**config.mk**
```make
export PLATFORM = sky130hd
export DESIGN_NAME = vgpio_port
export DESIGN_NICKNAME = d
export VERILOG_FILES = /design/src/include/vgpio_pkg.sv /design/src/rtl/vgpio_edge.sv /design/src/rtl/vgpio_port.sv
export SDC_FILE = /design/constraint.sdc
export NUM_CORES = 1
export LEC_CHECK = 0
export BUFFER_PORTS_ARGS = -buffer_cell sky130_fd_sc_hd__buf_2
export CELL_PAD_IN_SITES_DETAIL_PLACEMENT = 0
export CELL_PAD_IN_SITES_GLOBAL_PLACEMENT = 1
export CORE_UTILIZATION = 39
export DETAILED_ROUTE_END_ITERATION = 7
export PLACE_DENSITY = 0.74
export SYNTH_ARGS = -nofsm -noshare
export SYNTH_HDL_FRONTEND = slang
export SYNTH_SLANG_ARGS = --single-unit
```
**constraint.sdc**
```tcl
create_clock -name clk -period 1.6 [get_ports clk]
set_clock_uncertainty 0.15 [all_clocks]
set_input_delay 0.16 -clock clk [delete_from_list [all_inputs] [get_ports clk]]
set_output_delay 0.16 -clock clk [all_outputs]
set_load 0.02 [all_outputs]
```
**src/include/vgpio_pkg.sv**
```systemverilog
package vgpio_pkg;
  localparam int VGPIO_PINS = 23;
  localparam int VGPIO_DW = 32;
  localparam int VGPIO_AW = 8;
  // Register byte addresses
  localparam logic [7:0] VGPIO_OFS_OUT = 8'h00;
  localparam logic [7:0] VGPIO_OFS_SET = 8'h04;
  localparam logic [7:0] VGPIO_OFS_CLR = 8'h08;
  localparam logic [7:0] VGPIO_OFS_IEN = 8'h0C;
  localparam logic [7:0] VGPIO_OFS_POL = 8'h10;
  localparam logic [7:0] VGPIO_OFS_STAT = 8'h14;
  localparam logic [7:0] VGPIO_OFS_PCLR = 8'h18;
  localparam logic [7:0] VGPIO_OFS_FUNC = 8'h1C;
  localparam logic [7:0] VGPIO_OFS_DIR = 8'h20;
  localparam logic [7:0] VGPIO_OFS_MASK = 8'h24;
  localparam logic [7:0] VGPIO_OFS_ISTAT = 8'h28;
  // Field positions
  localparam int VGPIO_CTL3_BIT = 22;
  localparam int VGPIO_CTL2_BIT = 21;
  localparam int VGPIO_CTL1_BIT = 20;
  localparam int VGPIO_EVT_GPIO = 0;
  localparam int VGPIO_EVT_W = 1;
  localparam logic [22:0] VGPIO_PIN_RST = 23'h00_0000;
  localparam logic [31:0] VGPIO_ZERO = 32'h0000_0000;
endpackage

```
**src/rtl/vgpio_edge.sv**
```systemverilog
`timescale 1ns/10ps
module vgpio_edge
  import vgpio_pkg::*;
#(
  parameter int WIDTH = VGPIO_PINS
)
(
  input wire logic clk,
  input wire logic resetn,
  input wire logic [WIDTH-1:0] pin_in,
  input wire logic [WIDTH-1:0] polarity,
  output logic [WIDTH-1:0] edge_seen
);
  logic [WIDTH-1:0] sync1;
  logic [WIDTH-1:0] sync2;
  logic [WIDTH-1:0] prev;

  // Two stages against metastability, third holds the last sample
  always_ff @(posedge clk)
  begin
    if (!resetn)
    begin
      sync1 <= '0;
      sync2 <= '0;
      prev <= '0;
    end
    else
    begin
      sync1 <= pin_in;
      sync2 <= sync1;
      prev <= sync2;
    end
  end

  genvar i;
  generate
    for (i = 0; i < WIDTH; i++)
    begin : g_edge
      // Zero picks rising, one picks falling
      assign edge_seen[i] = polarity[i] ? (prev[i] & ~sync2[i]) : (~prev[i] & sync2[i]);
    end
  endgenerate
endmodule // vgpio_edge

```
**src/rtl/vgpio_port.sv**
```systemverilog
`timescale 1ns/10ps
// Behaviour
// - Writing one to a clear-alias bit drives that output data bit low.
// - Writing zero to a clear-alias bit leaves that output bit alone.
// - Clear alias always reads back as zero.
// - Bits 22..20 are control pins three..one, bits 19..0 video data pins.
// - Clear touches only the selected output bits; other pins keep levels.
// - Bits 31..23 read zero and ignore writes in both registers.
// - Interrupt enable holds one read/write bit per pin, reset zero.
// - Pending bit sets only while the pin's enable bit is one.
// - Pin interrupt-capable only if enabled, general-purpose and input.
// - Pin events go out as processor interrupt and DMA event.
// - Polarity zero picks rising edge, polarity one picks falling edge.
// - Pending bits clear only by writing one to pending-clear register.
// - Output data drives a pin only when it is a general-purpose output.
module vgpio_port
  import vgpio_pkg::*;
#(
  parameter int PINS = VGPIO_PINS
)
(
  input wire logic clk,
  input wire logic resetn,
  input wire logic [VGPIO_AW-1:0] addr,
  input wire logic [VGPIO_DW-1:0] wdata,
  input wire logic wr,
  input wire logic rd,
  output logic [VGPIO_DW-1:0] rdata,
  input wire logic [PINS-1:0] pin_in,
  output logic [PINS-1:0] pin_out,
  output logic [PINS-1:0] pin_oe_n,
  output logic irq,
  output logic dma_event
);
  logic [PINS-1:0] pin_output_data;
  logic [PINS-1:0] pin_irq_enable;
  logic [PINS-1:0] edge_polarity;
  logic [PINS-1:0] pin_pending_status;
  logic [PINS-1:0] pin_function_select;
  logic [PINS-1:0] pin_direction;
  logic [VGPIO_EVT_W-1:0] irq_mask;
  logic [VGPIO_EVT_W-1:0] port_irq_status;
  logic [PINS-1:0] edge_seen;
  logic [PINS-1:0] capable;
  logic [PINS-1:0] wbits;
  logic [PINS-1:0] next_pending;
  logic [VGPIO_DW-1:0] next_rdata;
  logic any_set;
  logic [PINS-1:0] new_event;
  logic [PINS-1:0] drive_en;
  logic wr_out;
  logic wr_set;
  logic wr_clr;
  logic wr_ien;
  logic wr_pol;
  logic wr_pclr;
  logic wr_func;
  logic wr_dir;
  logic wr_mask;
  logic wr_istat;
  logic next_port_flag;
  logic next_irq;
  logic next_dma;

  assign wbits = wdata[PINS-1:0];

  // One strobe per writable address; unmapped addresses hit none
  assign wr_out = wr && (addr == VGPIO_OFS_OUT);
  assign wr_set = wr && (addr == VGPIO_OFS_SET);
  assign wr_clr = wr && (addr == VGPIO_OFS_CLR);
  assign wr_ien = wr && (addr == VGPIO_OFS_IEN);
  assign wr_pol = wr && (addr == VGPIO_OFS_POL);
  assign wr_pclr = wr && (addr == VGPIO_OFS_PCLR);
  assign wr_func = wr && (addr == VGPIO_OFS_FUNC);
  assign wr_dir = wr && (addr == VGPIO_OFS_DIR);
  assign wr_mask = wr && (addr == VGPIO_OFS_MASK);
  assign wr_istat = wr && (addr == VGPIO_OFS_ISTAT);

  vgpio_edge #(
    .WIDTH(PINS)
  ) u_edge (
    .clk(clk),
    .resetn(resetn),
    .pin_in(pin_in),
    .polarity(edge_polarity),
    .edge_seen(edge_seen)
  );

  // Per-pin qualification, output data and pending capture
  genvar n;
  generate
    for (n = 0; n < PINS; n++)
    begin : g_pin
      // Direction one means input
      assign capable[n] = pin_irq_enable[n] & pin_function_select[n] & pin_direction[n];
      assign new_event[n] = edge_seen[n] & capable[n];
      // Only general-purpose outputs are driven
      assign drive_en[n] = pin_function_select[n] & ~pin_direction[n];

      // Each output bit follows its own strobes; a zero bit holds it on set or clear writes, but a zero written to the output register clears it
      always_ff @(posedge clk)
      begin
        if (!resetn)
        begin
          pin_output_data[n] <= VGPIO_PIN_RST[n];
        end
        else if (wr_out)
        begin
          pin_output_data[n] <= wbits[n];
        end
        else if (wr_set && wbits[n])
        begin
          pin_output_data[n] <= 1'b1;
        end
        else if (wr_clr && wbits[n])
        begin
          pin_output_data[n] <= 1'b0;
        end
      end

      // A new edge wins over a clear in the same cycle, so no event is lost
      assign next_pending[n] = new_event[n]
        | (pin_pending_status[n] & ~(wr_pclr & wbits[n]));

      always_ff @(posedge clk)
      begin
        if (!resetn)
        begin
          pin_pending_status[n] <= VGPIO_PIN_RST[n];
        end
        else
        begin
          pin_pending_status[n] <= next_pending[n];
        end
      end
    end
  endgenerate

  always_ff @(posedge clk)
  begin
    if (!resetn)
    begin
      pin_irq_enable <= VGPIO_PIN_RST;
    end
    else if (wr_ien)
    begin
      pin_irq_enable <= wbits;
    end
  end

  always_ff @(posedge clk)
  begin
    if (!resetn)
    begin
      edge_polarity <= VGPIO_PIN_RST;
    end
    else if (wr_pol)
    begin
      edge_polarity <= wbits;
    end
  end

  always_ff @(posedge clk)
  begin
    if (!resetn)
    begin
      pin_function_select <= VGPIO_PIN_RST;
    end
    else if (wr_func)
    begin
      pin_function_select <= wbits;
    end
  end

  always_ff @(posedge clk)
  begin
    if (!resetn)
    begin
      pin_direction <= VGPIO_PIN_RST;
    end
    else if (wr_dir)
    begin
      pin_direction <= wbits;
    end
  end

  always_ff @(posedge clk)
  begin
    if (!resetn)
    begin
      irq_mask <= '0;
    end
    else if (wr_mask)
    begin
      irq_mask <= wdata[VGPIO_EVT_W-1:0];
    end
  end

  assign any_set = |pin_pending_status;

  // Port flag re-asserts while any pending bit stays set
  always_comb
  begin
    next_port_flag = port_irq_status[VGPIO_EVT_GPIO];
    if (wr_istat && wdata[VGPIO_EVT_GPIO])
      next_port_flag = 1'b0;
    if (any_set)
      next_port_flag = 1'b1;
  end

  always_ff @(posedge clk)
  begin
    if (!resetn)
    begin
      port_irq_status <= '0;
    end
    else
    begin
      port_irq_status[VGPIO_EVT_GPIO] <= next_port_flag;
    end
  end

  // Registered outputs cost one cycle but never glitch
  assign next_irq = |(port_irq_status & irq_mask);
  assign next_dma = |new_event;

  always_ff @(posedge clk)
  begin
    if (!resetn)
    begin
      irq <= 1'b0;
    end
    else
    begin
      irq <= next_irq;
    end
  end

  // One-cycle DMA trigger for each cycle with a newly captured event
  always_ff @(posedge clk)
  begin
    if (!resetn)
    begin
      dma_event <= 1'b0;
    end
    else
    begin
      dma_event <= next_dma;
    end
  end

  // Drive only general-purpose outputs; enable is active low
  always_ff @(posedge clk)
  begin
    if (!resetn)
    begin
      pin_out <= VGPIO_PIN_RST;
    end
    else
    begin
      pin_out <= pin_output_data;
    end
  end

  always_ff @(posedge clk)
  begin
    if (!resetn)
    begin
      pin_oe_n <= ~VGPIO_PIN_RST;
    end
    else
    begin
      pin_oe_n <= ~drive_en;
    end
  end

  always_comb
  begin
    next_rdata = VGPIO_ZERO;
    case (addr)
      VGPIO_OFS_OUT: next_rdata[PINS-1:0] = pin_output_data;
      VGPIO_OFS_IEN: next_rdata[PINS-1:0] = pin_irq_enable;
      VGPIO_OFS_POL: next_rdata[PINS-1:0] = edge_polarity;
      VGPIO_OFS_STAT: next_rdata[PINS-1:0] = pin_pending_status;
      VGPIO_OFS_FUNC: next_rdata[PINS-1:0] = pin_function_select;
      VGPIO_OFS_DIR: next_rdata[PINS-1:0] = pin_direction;
      VGPIO_OFS_MASK: next_rdata[VGPIO_EVT_W-1:0] = irq_mask;
      VGPIO_OFS_ISTAT: next_rdata[VGPIO_EVT_W-1:0] = port_irq_status;
      VGPIO_OFS_SET: next_rdata = VGPIO_ZERO;
      VGPIO_OFS_CLR: next_rdata = VGPIO_ZERO;
      VGPIO_OFS_PCLR: next_rdata = VGPIO_ZERO;
      default: next_rdata = VGPIO_ZERO;
    endcase
  end

  // Read data valid only in the cycle after the strobe
  always_ff @(posedge clk)
  begin
    if (!resetn)
    begin
      rdata <= VGPIO_ZERO;
    end
    else if (rd)
    begin
      rdata <= next_rdata;
    end
    else
    begin
      rdata <= VGPIO_ZERO;
    end
  end
endmodule // vgpio_port

```
* Word-level counts from Yosys, hierarchy flattened *
Cells that the tools add are included.

cells by class
  equality and inequality tests = 10
  multiplexer cells = 96
  bitwise gates (word level) = 301
  reductions and logical operators = 85

operators with widths
  cell                                           number
  AND 1 bit                                      185
  one-hot mux 22 bit (6 select lines)            1
  two-way mux 1 bit                              94
  inverter 1 bit                                 92
  nonzero test 3 bit                             23
  logical AND 1 bit                              57
  OR reduction 23 bit                            2
  == test 8 x 5 -> 1 bit, second input constant  4
  == test 8 x 6 -> 1 bit, second input constant  3
  inverter 23 bit                                1
  bitwise OR 1 bit                               23
  == test 8 x 4 -> 1 bit, second input constant  2
  == test 8 x 3 -> 1 bit, second input constant  1
  zero test 8 bit                                1
  one-hot mux 1 bit (8 select lines)             1
  AND reduction 2 bit                            1
  nonzero test 2 bit                             1

word-level totals
  flip-flop bits (word level) = 289

* Depth between registers and ports, before layout *
Gate-level depths: netlist of the first run.

  depth after elaboration = 6
  depth in mapped cells = 8
  depth with buffers taken out = 5

* Modules after synthesis *
A second synthesis of the first run with hierarchy kept.

unflattened totals
  cells, all modules = 1164
  area, all modules = 10892.9 sq um

by module, submodules not included
  module      instances  cells each  area an instance (sq um)  seq. area each (sq um)
  vgpio_port  1          950         8658.3                    4224.1
  vgpio_edge  1          214         2234.6                    1381.3

* Worst setup path before layout of the first run *
Ideal clock, no wire load.

  kind = input port to flip-flop
  start = input addr[2]
  end = register pin_direction[10]
  arrival = 1443 ps
  path slack = -109 ps
  stages = 8
  path through = buf_2 nor4_4 and3_1 buf_4 nand2_2 buf_2 nand2_1 a21boi_1

between the ends
  longest elaborated chain between the ends = 2

RTL lines
  item                    RTL line           source
  from (decl)             vgpio_port.sv:24   input wire logic [VGPIO_AW-1:0] addr,
  == test 8 x 6 -> 1 bit  vgpio_port.sv:75   assign wr_dir = wr && (addr == VGPIO_OFS_DIR);
  logical AND 1 bit       vgpio_port.sv:75
  to (signal assigned)    vgpio_port.sv:183  pin_direction <= wbits;
  to (decl)               vgpio_port.sv:40   logic [PINS-1:0] pin_direction;

Every way passes these cells.
A chain may end at the register's enable or synchronous reset.

* Worst setup path in the final report of the first run *
  start = register u_edge.sync2[6]
  end = register dma_event

between the ends
  longest elaborated chain between the ends = 5
  elaborated cells on any way between the ends = 6
  those cells by class = 1 x mux; 4 x bitwise; 1 x reduce/logical

RTL lines
  item                     RTL line           source
  from (decl)              vgpio_edge.sv:15   logic [WIDTH-1:0] sync2;
  from (signal assigned)   vgpio_edge.sv:30   sync2 <= sync1;
  inverter 1 bit           vgpio_edge.sv:40   assign edge_seen[i] = polarity[i] ? (prev[i] & ~sync2[i]) : (~prev[i] & sync2[i]);
  AND 1 bit                vgpio_edge.sv:40
  two-way mux 1 bit (*)    vgpio_edge.sv:40
  AND 1 bit (*)            vgpio_port.sv:96   assign new_event[n] = edge_seen[n] & capable[n];
  OR reduction 23 bit (*)  vgpio_port.sv:225  assign next_dma = |new_event;
  to (signal assigned)     vgpio_port.sv:248  dma_event <= next_dma;
  to (decl)                vgpio_port.sv:33   output logic dma_event

Every way passes the cells marked *; elsewhere a longest branch is shown, timed or not.

==> metrics.md, run 1 <==
| Metric | Value |
|---|---|
| Outcome | `complete, but fails checks` |
| Failing checks | `setup timing` |
| Total GRT Usage | `0.2321` |
| RSZ-0062 raised after global routing | `yes` |
| Worst path top cell family by delay | `simple AND/OR/NAND/NOR gates` |
| Routed vias/inst | `5.072` |
| RR Startpoint | `u_edge.sync2[6]` |
| Die width | `between 150 and 200 um` |
| Final Power | `between 0.01 and 0.015 W` |
| Worst hold path startpoint | `addr[5]` |
| Detailed Routing Iterations Pass 1 | `5` |
| Count of pins over their slew limit | `0` |
| Post-DP HPWL | `approximately 24000 um` |
| Critical Path RT | `1.95 ns` |
| Commonest non-fill, non-tap cell in the layout | `dfxtp_1` |
| Mapped Area | `about 11000 um2` |
| Synth Register Bits | `280` |
| Root Driver | `clkbuf_16` |
| Register area share after synthesis | `0.5076` |
| Leak Pwr | `5.752 nW` |
| Worst setup path start | `u_edge.sync2[6]` |
| Layout area overhead | `34.23%` |
| Fraction of layout cells with a size suffix above 1 | `0.2572` |
| Setup violations, final | `1` |
| CTS Buf Count | `30` |
| Peak VDD IR | `roughly 0.00066 V` |
| N_diodes | `0` |
| CTS tree | `built` |
| Fin crit share | `1.011` |
| WP buf/inv | `0` |
| Share of total power in the clock network | `0.473` |
| CP max-delay cell | `or3b_2` |
| Met3 wire length | `approximately 2400 um` |
| Fin worst setup slack | `-0.01800 ns` |
| DRT met1 WL | `15760 um` |
| Final core utilization | `0.5335` |
| Setup crit end kind | `register` |
| Highest Signal Layer | `met4` |
| Vias | `around 9700` |
| P_int | `between 0.01 and 0.015 W` |
| Fin area | `about 15000 um2` |
| Grt ovf | `0` |
| Final Hold Viols | `0` |
| WL met2 | `approximately 15000 um` |
| Placement Setup Slack | `-0.2461 ns` |
| Worst hold margin | `~0.11 ns` |
| Worst path cell trace | `or3b_2 -> a21oi_1 -> nor4_2 -> nand2_2 -> o21a_1` |
| Async SR Flop Fraction | `0` |
| Worst skew pair latency | `~0.55 ns` |
| Switching share of power | `0.2133` |
| Post-synth cell types | `45` |
| Initial Utilization | `0.3975` |
| Largest net degree at the start of global routing | `58` |
| Number of enable-type register cells in the synthesized netlist | `0` |
| WP data arrival | `1.97 ns` |
| Nets | `approximately 1600` |
| Vias in the first global route | `approximately 9000` |
| Drt wl/cell | `between 15 and 20 um` |
| CTS Sinks | `280` |
| Worst-path clk slew | `0.06 ns` |
| Comb power frac | `0.050` |
| H-tree depth | `1` |
| HP Class | `input port to register` |
| Synth Flop Type | `dfxtp_1` |
| Core Area | `27780 um2` |
| Placed Area | `13130 um2` |
| Post-Synthesis Cells | `1220` |
| Placer Congestion | `around 0.86` |
| DRT antenna net count | `0` |
| Number of max-cap violations | `0` |
| Die area | `28990 um2` |
| Tmin final | `between 1.5 and 2 ns` |
| DRC viols | `0` |
| Pwr dens | `around 1000 nW/um2` |
| CP Max Fanout | `3` |
| Syn avg cell area | `between 9 and 10 um2` |
| Deepest clock path buffer count | `3` |
| Final WL | `33840 um` |
| Die H | `roughly 170 um` |
| Buffers on Ports | `approximately 130` |
| Setup Crit Path Kind | `register to register` |
| I/O pins | `approximately 150` |
| Most frequent cells in the layout | `dfxtp_1, nand2_1, buf_4` |
| Initial antenna violation count | `0` |
| CP Launch Type | `register` |
| Row count | `61` |
| Largest stage delay, worst path | `roughly 0.46 ns` |
| First-pass GRT wire length | `just over 50000 um` |
| Ys Warns | `0` |
| Sequential share of power | `0.477` |
| Iteration-0 DRC Markers | `about 740` |
| Switch Pwr | `between 0.003 and 0.004 W` |
| Fmax | `0.6180 GHz` |
## area by class of cell
cell class / instances / area [um2]
fillers: 2622 / 12960
flip-flops and latches: 280 / 5608
multi-input cells: 834 / 5102
repair buffers: 336 / 2534
clock buffers: 41 / 873.3
well taps: 378 / 473.0
clock inverters: 12 / 137.6
inverters: 25 / 93.84
## metal layers
layer / GRT usage / up-vias
li1: - / 4699
met1: 0.3297 / 4564
met2: 0.3678 / 349
met3: 0.02953 / 55
met4: 0.06424 / 0
met5: 0 / -
## worst paths after layout
check	endpoint	slack (ns)	cells past startpoint
worst min register to register	u_edge.sync2[2]	0.28	1
worst max-delay path	dma_event	-0.02	5
worst min-delay path	rdata[0]	0.11	6
worst max register to register	dma_event	-0.02	5
## through the flow
| step | setup TNS, ns | instances |
|---|---|---|
| 6_report | -0.01800 | 1906 |
| 5_1_grt | -0.08352 | 1906 |
| 4_1_cts | -0.001843 | 1906 |
| 3_5_place_dp | -28.61 | 1798 |
| 3_3_place_gp | -23.92 | 1798 |
| 2_1_floorplan | 0 | 1228 |
## repair_timing
action,CTS,global route
pin swaps,5,0
resized for setup,21,7
hold buffers,55,0
setup endpoints to repair,1,5
hold endpoints to repair,198,0
setup buffers,0,0
## power groups by stage
stage               Combinational, W  Clock, W  Sequential (W)
finish                      0.000734   0.00702         0.00708
global route                0.000783   0.00746         0.00708
CTS                         0.000726   0.00717         0.00708
detailed placement          0.000618         0         0.00723
global placement            0.000616         0         0.00723
floorplan                   0.000321         0         0.00722
## cell usage after synthesis (all sizes together), types with 4 or more instances
| cell | count | area, um2 |
|---|---|---|
| dfxtp | 280 | 5605 |
| nand2 | 263 | 989.7 |
| a21boi | 115 | 863.3 |
| and2 | 98 | 613.1 |
| a21oi | 69 | 345.3 |
| buf | 49 | 307.8 |
| nand3b | 46 | 345.3 |
| clkbuf | 40 | 150.1 |
| nand3 | 29 | 145.1 |
| nor2b | 26 | 162.7 |
| inv | 25 | 93.84 |
| o211ai | 24 | 180.2 |
| nor2 | 23 | 86.33 |
| or3b | 23 | 201.4 |
| mux2i | 20 | 200.2 |
| a221oi | 19 | 166.4 |
| a22o | 19 | 166.4 |
| nor4 | 12 | 96.34 |
| and3 | 6 | 37.54 |
| mux2 | 4 | 45.04 |
| nand4 | 4 | 25.02 |
## worst min-delay path: stages
cell	delay, ns
buf_2	0.11
nor4b_4	0.05
buf_4	0.16
a21oi_1	0.11
a211o_1	0.12
a31oi_1	0.04
## registers in the layout, indices dropped and copies added, names as in the netlist
register / count
edge_polarity: 23
pin_direction: 23
pin_function_select: 23
pin_irq_enable: 23
pin_oe_n: 23
pin_out: 23
pin_output_data: 23
pin_pending_status: 23
rdata: 23
u_edge.prev: 23
u_edge.sync1: 23
u_edge.sync2: 23
dma_event: 1
irq: 1
irq_mask: 1
port_irq_status: 1
## cells by family after synthesis
group / count (synthesis) / synth area share
AO/OA/AOI/OAI: 262 / 0.1667
buffers and inverters: 114 / 0.04997
flip-flops: 280 / 0.5076
multiplexers: 24 / 0.02221
other: 1 / 0.0003396
AND/OR/NAND/NOR: 539 / 0.2531
Note: power is estimated with default switching activity, not from simulation.
==> run 2: changes to the inputs <==
- CORE_UTILIZATION: 39 -> 40
- PLACE_DENSITY: 0.74 -> 0.73
- clock period: 1.6 -> 2.1 ns (I/O delays scaled with it)
==> metrics.md, run 2 (synthesis gave the netlist of run 1 again) <==
| Metric | Value |
|---|---|
| Outcome | `finished, final reports clean (was complete, but fails checks)` |
| Largest stage delay, worst path | `0.56 ns (was 0.46 ns)` |
| CTS Buf Count | `30 (unchanged)` |
| Final core utilization | `0.5145 (was 0.5335)` |
| Fin crit share | `0.9121` |
| Critical Path RT | `2.45 ns (was 1.95 ns)` |
| Pwr dens | `844.6 nW/um2 (was 1001 nW/um2)` |
| H-tree depth | `1 (unchanged)` |
| Number of max-cap violations | `0 (unchanged)` |
| Worst path top cell family by delay | `simple AND/OR/NAND/NOR gates (unchanged)` |
| Cts-stage hold buffer count | `53 (was 55)` |
| Initial Utilization | `0.4086 (was 0.3975)` |
| Grt ovf | `0 (unchanged)` |
| CTS tree | `built (unchanged)` |
| Placer Congestion | `0.8265 (was 0.8636)` |
| Number of cells on the critical path | `8 (was 5)` |
| Nets | `1478 (was 1574)` |
| Detailed Routing Iterations Pass 1 | `4 (was 5)` |
| Max_slew headroom | `0.6708` |
| Vias in the first global route | `8819 (was 8977)` |
| Most frequent cells in the layout | `dfxtp_1, nand2_1, buf_2 (was dfxtp_1, nand2_1, buf_4)` |
| CP Max Fanout | `10 (was 3)` |
| Post-cts sizing count | `0 (was 21)` |
| Final Power | `0.01174 W (was 0.01483 W)` |
| Initial antenna violation count | `0 (unchanged)` |
| Worst slew pin tran | `roughly 0.5 ns` |
| CTS Sinks | `280 (unchanged)` |
| Vias | `9237 (was 9667)` |
| Row count | `60 (was 61)` |
| DRT antenna net count | `0 (unchanged)` |
| Buffers on Ports | `128 (unchanged)` |
| Iteration-0 DRC Markers | `623 (was 738)` |
| Placed Area | `12250 um2 (was 13130 um2)` |
| Commonest non-fill, non-tap cell in the layout | `dfxtp_1 (unchanged)` |
| Drt wl/cell | `18.14 um (was 17.75 um)` |
| Final WL | `32220 um (was 33840 um)` |
| Busiest grt layer | `met2 (unchanged)` |
| Filler Cell Count | `2596 (was 2622)` |
| First-pass GRT wire length | `49650 um (was 51290 um)` |
| Routed vias/inst | `5.201 (was 5.072)` |
| CP max-delay cell | `dlygate4sd3_1 (was or3b_2)` |
| GRT met1 Usage | `0.3049 (was 0.3297)` |
| Fin area | `13900 um2 (was 14820 um2)` |
| Worst-path clk slew | `0.06 ns (about the same)` |
| I/O pins | `147 (unchanged)` |
| WP buf/inv | `3 (was 0)` |
| Worst skew pair latency | `0.55 ns (about the same)` |
| Worst path cell trace | `buf_2 -> nor3_1 -> and3_1 -> and2_1 -> buf_4 -> nand2_1 -> a21boi_1 -> dlygate4sd3_1 (was or3b_2 -> a21oi_1 -> nor4_2 -> nand2_2 -> o21a_1)` |
| Root Driver | `clkbuf_16 (unchanged)` |
| Post CTS Setup Buffer Count | `0 (unchanged)` |
| Worst setup path start | `addr[4] (was u_edge.sync2[6])` |
| Final Hold Viols | `0 (unchanged)` |
| Leak Pwr | `5.221 nW (was 5.752 nW)` |
| Setup violations, final | `0 (was 1)` |
| Layout area overhead | `25.93% (was 34.23%)` |
| Tmin final | `between 1.5 and 2 ns` |
| Die width | `168.1 um (was 170.3 um)` |
| Count of pins over their slew limit | `0 (unchanged)` |
| Setup crit end kind | `register (unchanged)` |
| DRC viols | `0 (unchanged)` |
| Fraction of layout cells with a size suffix above 1 | `0.1909 (was 0.2572)` |
| R2R cell count | `6 (was 5)` |
| N_diodes | `0 (unchanged)` |
| Peak VDD IR | `0.0006986 V (was 0.0006567 V)` |
| Die H | `168.1 um (was 170.3 um)` |
| Grt met2 use | `0.3774 (was 0.3678)` |
| RR Startpoint | `edge_polarity[11] (was u_edge.sync2[6])` |
| Hold depth | `4 (was 6)` |
| WP data arrival | `2.26 ns (was 1.97 ns)` |
| Total GRT Usage | `0.2262 (was 0.2321)` |
| CP Launch Type | `input port (was register)` |
| RSZ-0062 raised after global routing | `no (was yes)` |
| Deepest clock path buffer count | `3 (unchanged)` |
| Core Area | `27030 um2 (was 27780 um2)` |
| Die area | `28270 um2 (was 28990 um2)` |
| Post-DP HPWL | `21110 um (was 23580 um)` |
| TNS Setup | `0 ns (was -0.01800 ns)` |
| Largest net degree at the start of global routing | `54 (was 58)` |
| Worst hold path startpoint | `wr (was addr[5])` |
| Setup Crit Path Kind | `input port to register (was register to register)` |
| Grt met3 use | `0.02821 (was 0.02953)` |
| HP Class | `input port to register (unchanged)` |
| Fmax | `0.5221 GHz` |
==> run 2: cell types whose count changed in the layout (fill, tap and decap cells not counted), moves of 3 or more <==
cell,previous run,this run
a21oi_1,54,69
bufinv_16,3,6
a221oi_2,6,0
a21oi_2,12,0
buf_12,15,9
buf_4,138,50
a21oi_4,3,0
nor4_1,6,10
a221oi_1,13,19
==> run 2: stage by stage <==
| step | hold WS, ns | setup WS [ns] | cells |
|---|---|---|---|
| after detailed placement | 0.2679 | 0.08777 | 1667 |
| after CTS | 0.02052 | 0.2135 | 1776 |
| after global routing | 0.05338 | 0.1157 | 1776 |
| final | 0.04528 | 0.1846 | 1776 |
| after floorplan | 0.1873 | 0.3406 | 1228 |
| after global placement | 0.2659 | 0.08877 | 1667 |
==> run 2: per-layer routing <==
metal	wire, um	vias up	share of wire
li1	-	4518	-
met1	14840	4390	0.46
met2	14930	267	0.46
met3	1569	62	0.049
met4	879	0	0.027
met5	0	-	0
==> run 2: where the power goes <==
group | total (W) | internal [W] | leakage [nW] | switching, W
logic | 0.000498 | 0.000234 | 2.40 | 0.000264
clock network | 0.00586 | 0.00370 | 0.552 | 0.00216
registers | 0.00539 | 0.00537 | 2.27 | 0.0000219
==> run 2: layout make-up <==
type,instances,area [um2],share of cell area
Sequential cell,280,5605,0.4031
Clock buffer,42,897.1,0.06452
Clock inverter,14,225.2,0.01620
Timing Repair Buffer,240,1733,0.1246
Inverter,25,93.84,0.006749
Tap cell,341,426.7,0.03068
Multi-Input combinational cell,834,4923,0.3541
==> run 2: path summary, 6_finish.rpt <==
check / endpoint / slack (ns)
worst max-delay path: pin_direction[6] / 0.18
worst min-delay path: port_irq_status / 0.05
worst max register to register: dma_event / 0.27
worst min register to register: u_edge.sync2[16] / 0.28
==> run 2: tightest hold or removal path: cells and delay by family <==
kind / cells / cell delay [ns]
simple gates: 2 / 0.22
buf+inv: 1 / 0.19
compound gates: 1 / 0.07
==> run 3: changes to the inputs <==
- MAX_ROUTING_LAYER: unset -> met4
==> metrics.md, run 3 (synthesis gave the netlist of run 1 again) <==
| Metric | Value |
|---|---|
| CTS tree | `built (unchanged)` |
| Met3 wire length | `1395 um (was 1569 um)` |
| Iteration-0 DRC Markers | `645 (was 623)` |
| Worst hold margin | `0.04756 ns (was 0.04528 ns)` |
| N_diodes | `0 (unchanged)` |
| Post-DP HPWL | `21110 um (unchanged)` |
| Deepest clock path buffer count | `3 (unchanged)` |
| Fraction of layout cells with a size suffix above 1 | `0.1909 (unchanged)` |
| Total GRT Usage | `0.2330 (was 0.2262)` |
| Worst path cell trace | `buf_2 -> nor3_1 -> and3_1 -> and2_1 -> buf_4 -> nand2_1 -> a21boi_1 -> dlygate4sd3_1 (unchanged)` |
| WP buf/inv | `3 (unchanged)` |
| Setup crit end kind | `register (unchanged)` |
| Critical Path RT | `2.45 ns (about the same)` |
| Pwr dens | `844.6 nW/um2 (about the same)` |
| Die width | `168.1 um (unchanged)` |
| Largest stage delay, worst path | `0.56 ns (about the same)` |
| TNS Setup | `0 ns (unchanged)` |
| Nets | `1478 (unchanged)` |
| Vias in the first global route | `8834 (was 8819)` |
| Multi-input gate area | `4923 um2 (unchanged)` |
| WL met2 | `14750 um (was 14930 um)` |
| Worst skew pair latency | `0.55 ns (about the same)` |
| Layout area overhead | `25.93% (unchanged)` |
| Peak VDD IR | `0.0006984 V (was 0.0006986 V)` |
| Register Area | `5605 um2 (unchanged)` |
| DRT met1 WL | `15010 um (was 14840 um)` |
| Grt ovf | `0 (unchanged)` |
| Worst hold path startpoint | `wr (unchanged)` |
| Detailed Routing Iterations Pass 1 | `4 (unchanged)` |
| RR Startpoint | `edge_polarity[11] (unchanged)` |
| CP max-delay cell | `dlygate4sd3_1 (unchanged)` |
| CP Launch Type | `input port (unchanged)` |
| Fmax | `0.5214 GHz (was 0.5221 GHz)` |
| Placed cells | `1667 (unchanged)` |
| Hold depth | `4 (unchanged)` |
| Worst-path clk slew | `0.06 ns (about the same)` |
| Die H | `168.1 um (unchanged)` |
| Initial antenna violation count | `0 (unchanged)` |
| Placed Area | `12250 um2 (unchanged)` |
| Most frequent cells in the layout | `dfxtp_1, nand2_1, buf_2 (unchanged)` |
| Fin crit share | `0.9134 (was 0.9121)` |
| R2R cell count | `6 (unchanged)` |
| Commonest non-fill, non-tap cell in the layout | `dfxtp_1 (unchanged)` |
| Largest net degree at the start of global routing | `54 (unchanged)` |
| Fin area | `13900 um2 (unchanged)` |
| DRT antenna net count | `0 (unchanged)` |
| CP Max Fanout | `10 (unchanged)` |
| Vias | `9221 (was 9237)` |
| Hold Path End | `port_irq_status (unchanged)` |
| Max_slew headroom | `0.6696 (was 0.6708)` |
| Final Hold Viols | `0 (unchanged)` |
| Count of pins over their slew limit | `0 (unchanged)` |
| Number of max-cap violations | `0 (unchanged)` |
| Worst path top cell family by delay | `simple AND/OR/NAND/NOR gates (unchanged)` |
| Buffers on Ports | `128 (unchanged)` |
| I/O pins | `147 (unchanged)` |
| Tmin final | `1.918 ns (was 1.915 ns)` |
| Root Driver | `clkbuf_16 (unchanged)` |
| WP data arrival | `2.27 ns (was 2.26 ns)` |
| Post-cts sizing count | `0 (unchanged)` |
| DRC viols | `0 (unchanged)` |
| Outcome | `finished, final reports clean (unchanged)` |
| CTS Buf Count | `30 (unchanged)` |
| HP Class | `input port to register (unchanged)` |
| Placer Congestion | `0.8390 (was 0.8265)` |
| Final WL | `32140 um (was 32220 um)` |
| Row count | `60 (unchanged)` |
| Post-Layout Cell Count | `1776 (unchanged)` |
| Reg-to-reg slack, setup | `0.26 ns (was 0.27 ns)` |
| Post CTS Setup Buffer Count | `0 (unchanged)` |
| H-tree depth | `1 (unchanged)` |
| Die area | `28270 um2 (unchanged)` |
| Highest Signal Layer | `met4 (unchanged)` |
| Filler Cell Count | `2596 (unchanged)` |
| Routed vias/inst | `5.192 (was 5.201)` |
| Initial Utilization | `0.4086 (unchanged)` |
| Setup Crit Path Kind | `input port to register (unchanged)` |
| Drt wl/cell | `18.10 um (was 18.14 um)` |
| CTS Sinks | `280 (unchanged)` |
| Reg2reg end | `dma_event (unchanged)` |
| Setup violations, final | `0 (unchanged)` |
| Core Area | `27030 um2 (unchanged)` |
| Final Power | `0.01174 W (about the same)` |
| Leak Pwr | `5.221 nW (unchanged)` |
| RSZ-0062 raised after global routing | `no (unchanged)` |
| First-pass GRT wire length | `49640 um (was 49650 um)` |
| Worst slew pin tran | `0.4911 ns (was 0.4892 ns)` |
-- run 3: metrics by stage --
step	setup slack, ns	util
finish	0.1819	0.5145
global route	0.1157	0.5145
CTS	0.2135	0.5145
detailed placement	0.08777	0.4533
global placement	0.08877	0.4533
floorplan	0.3406	-
-- run 3: cell type report --
class / instances / area share
sequential: 280 / 0.4031
multi-input combinational: 834 / 0.3541
timing repair buffer: 240 / 0.1246
clock buffer: 42 / 0.06452
tap: 341 / 0.03068
clock inverter: 14 / 0.01620
inverter: 25 / 0.006749
-- run 3: timing repair --
item                       CTS  global route
hold buffers                53             0
setup endpoints to repair    0             0
hold endpoints to repair   181             0
-- run 3: how the worst max path moves through the flow --
stage                        from                end  depth (start not counted)
after floorplan           addr[2]  pin_direction[10]                          8
after global placement    addr[4]           rdata[0]                          7
after detailed placement  addr[4]           rdata[0]                          7
after CTS                 addr[4]   pin_direction[6]                          8
after global routing      addr[4]   pin_direction[6]                          8
final                     addr[4]   pin_direction[6]                          8
-- run 3: layer usage --
| layer | vias to the layer above | GRT usage |
|---|---|---|
| met4 | 0 | 0.07549 |
| met3 | 67 | 0.02962 |
| met5 | - | - |
| met1 | 4397 | 0.3038 |
| met2 | 244 | 0.3750 |
| li1 | 4513 | - |
-- run 3: tightest hold or removal path, delay by kind of cell --
family	cells	cell delay, ns
simple gates	2	0.22
compound gates	1	0.07
buf+inv	1	0.20
-- run 3: report_power, final --
| part | total [W] | switching [W] | internal (W) |
|---|---|---|---|
| sequential | 0.00539 | 0.0000220 | 0.00537 |
| combinational | 0.000498 | 0.000264 | 0.000234 |
| clock | 0.00586 | 0.00216 | 0.00370 |
| total | 0.0117 | 0.00244 | 0.00930 |
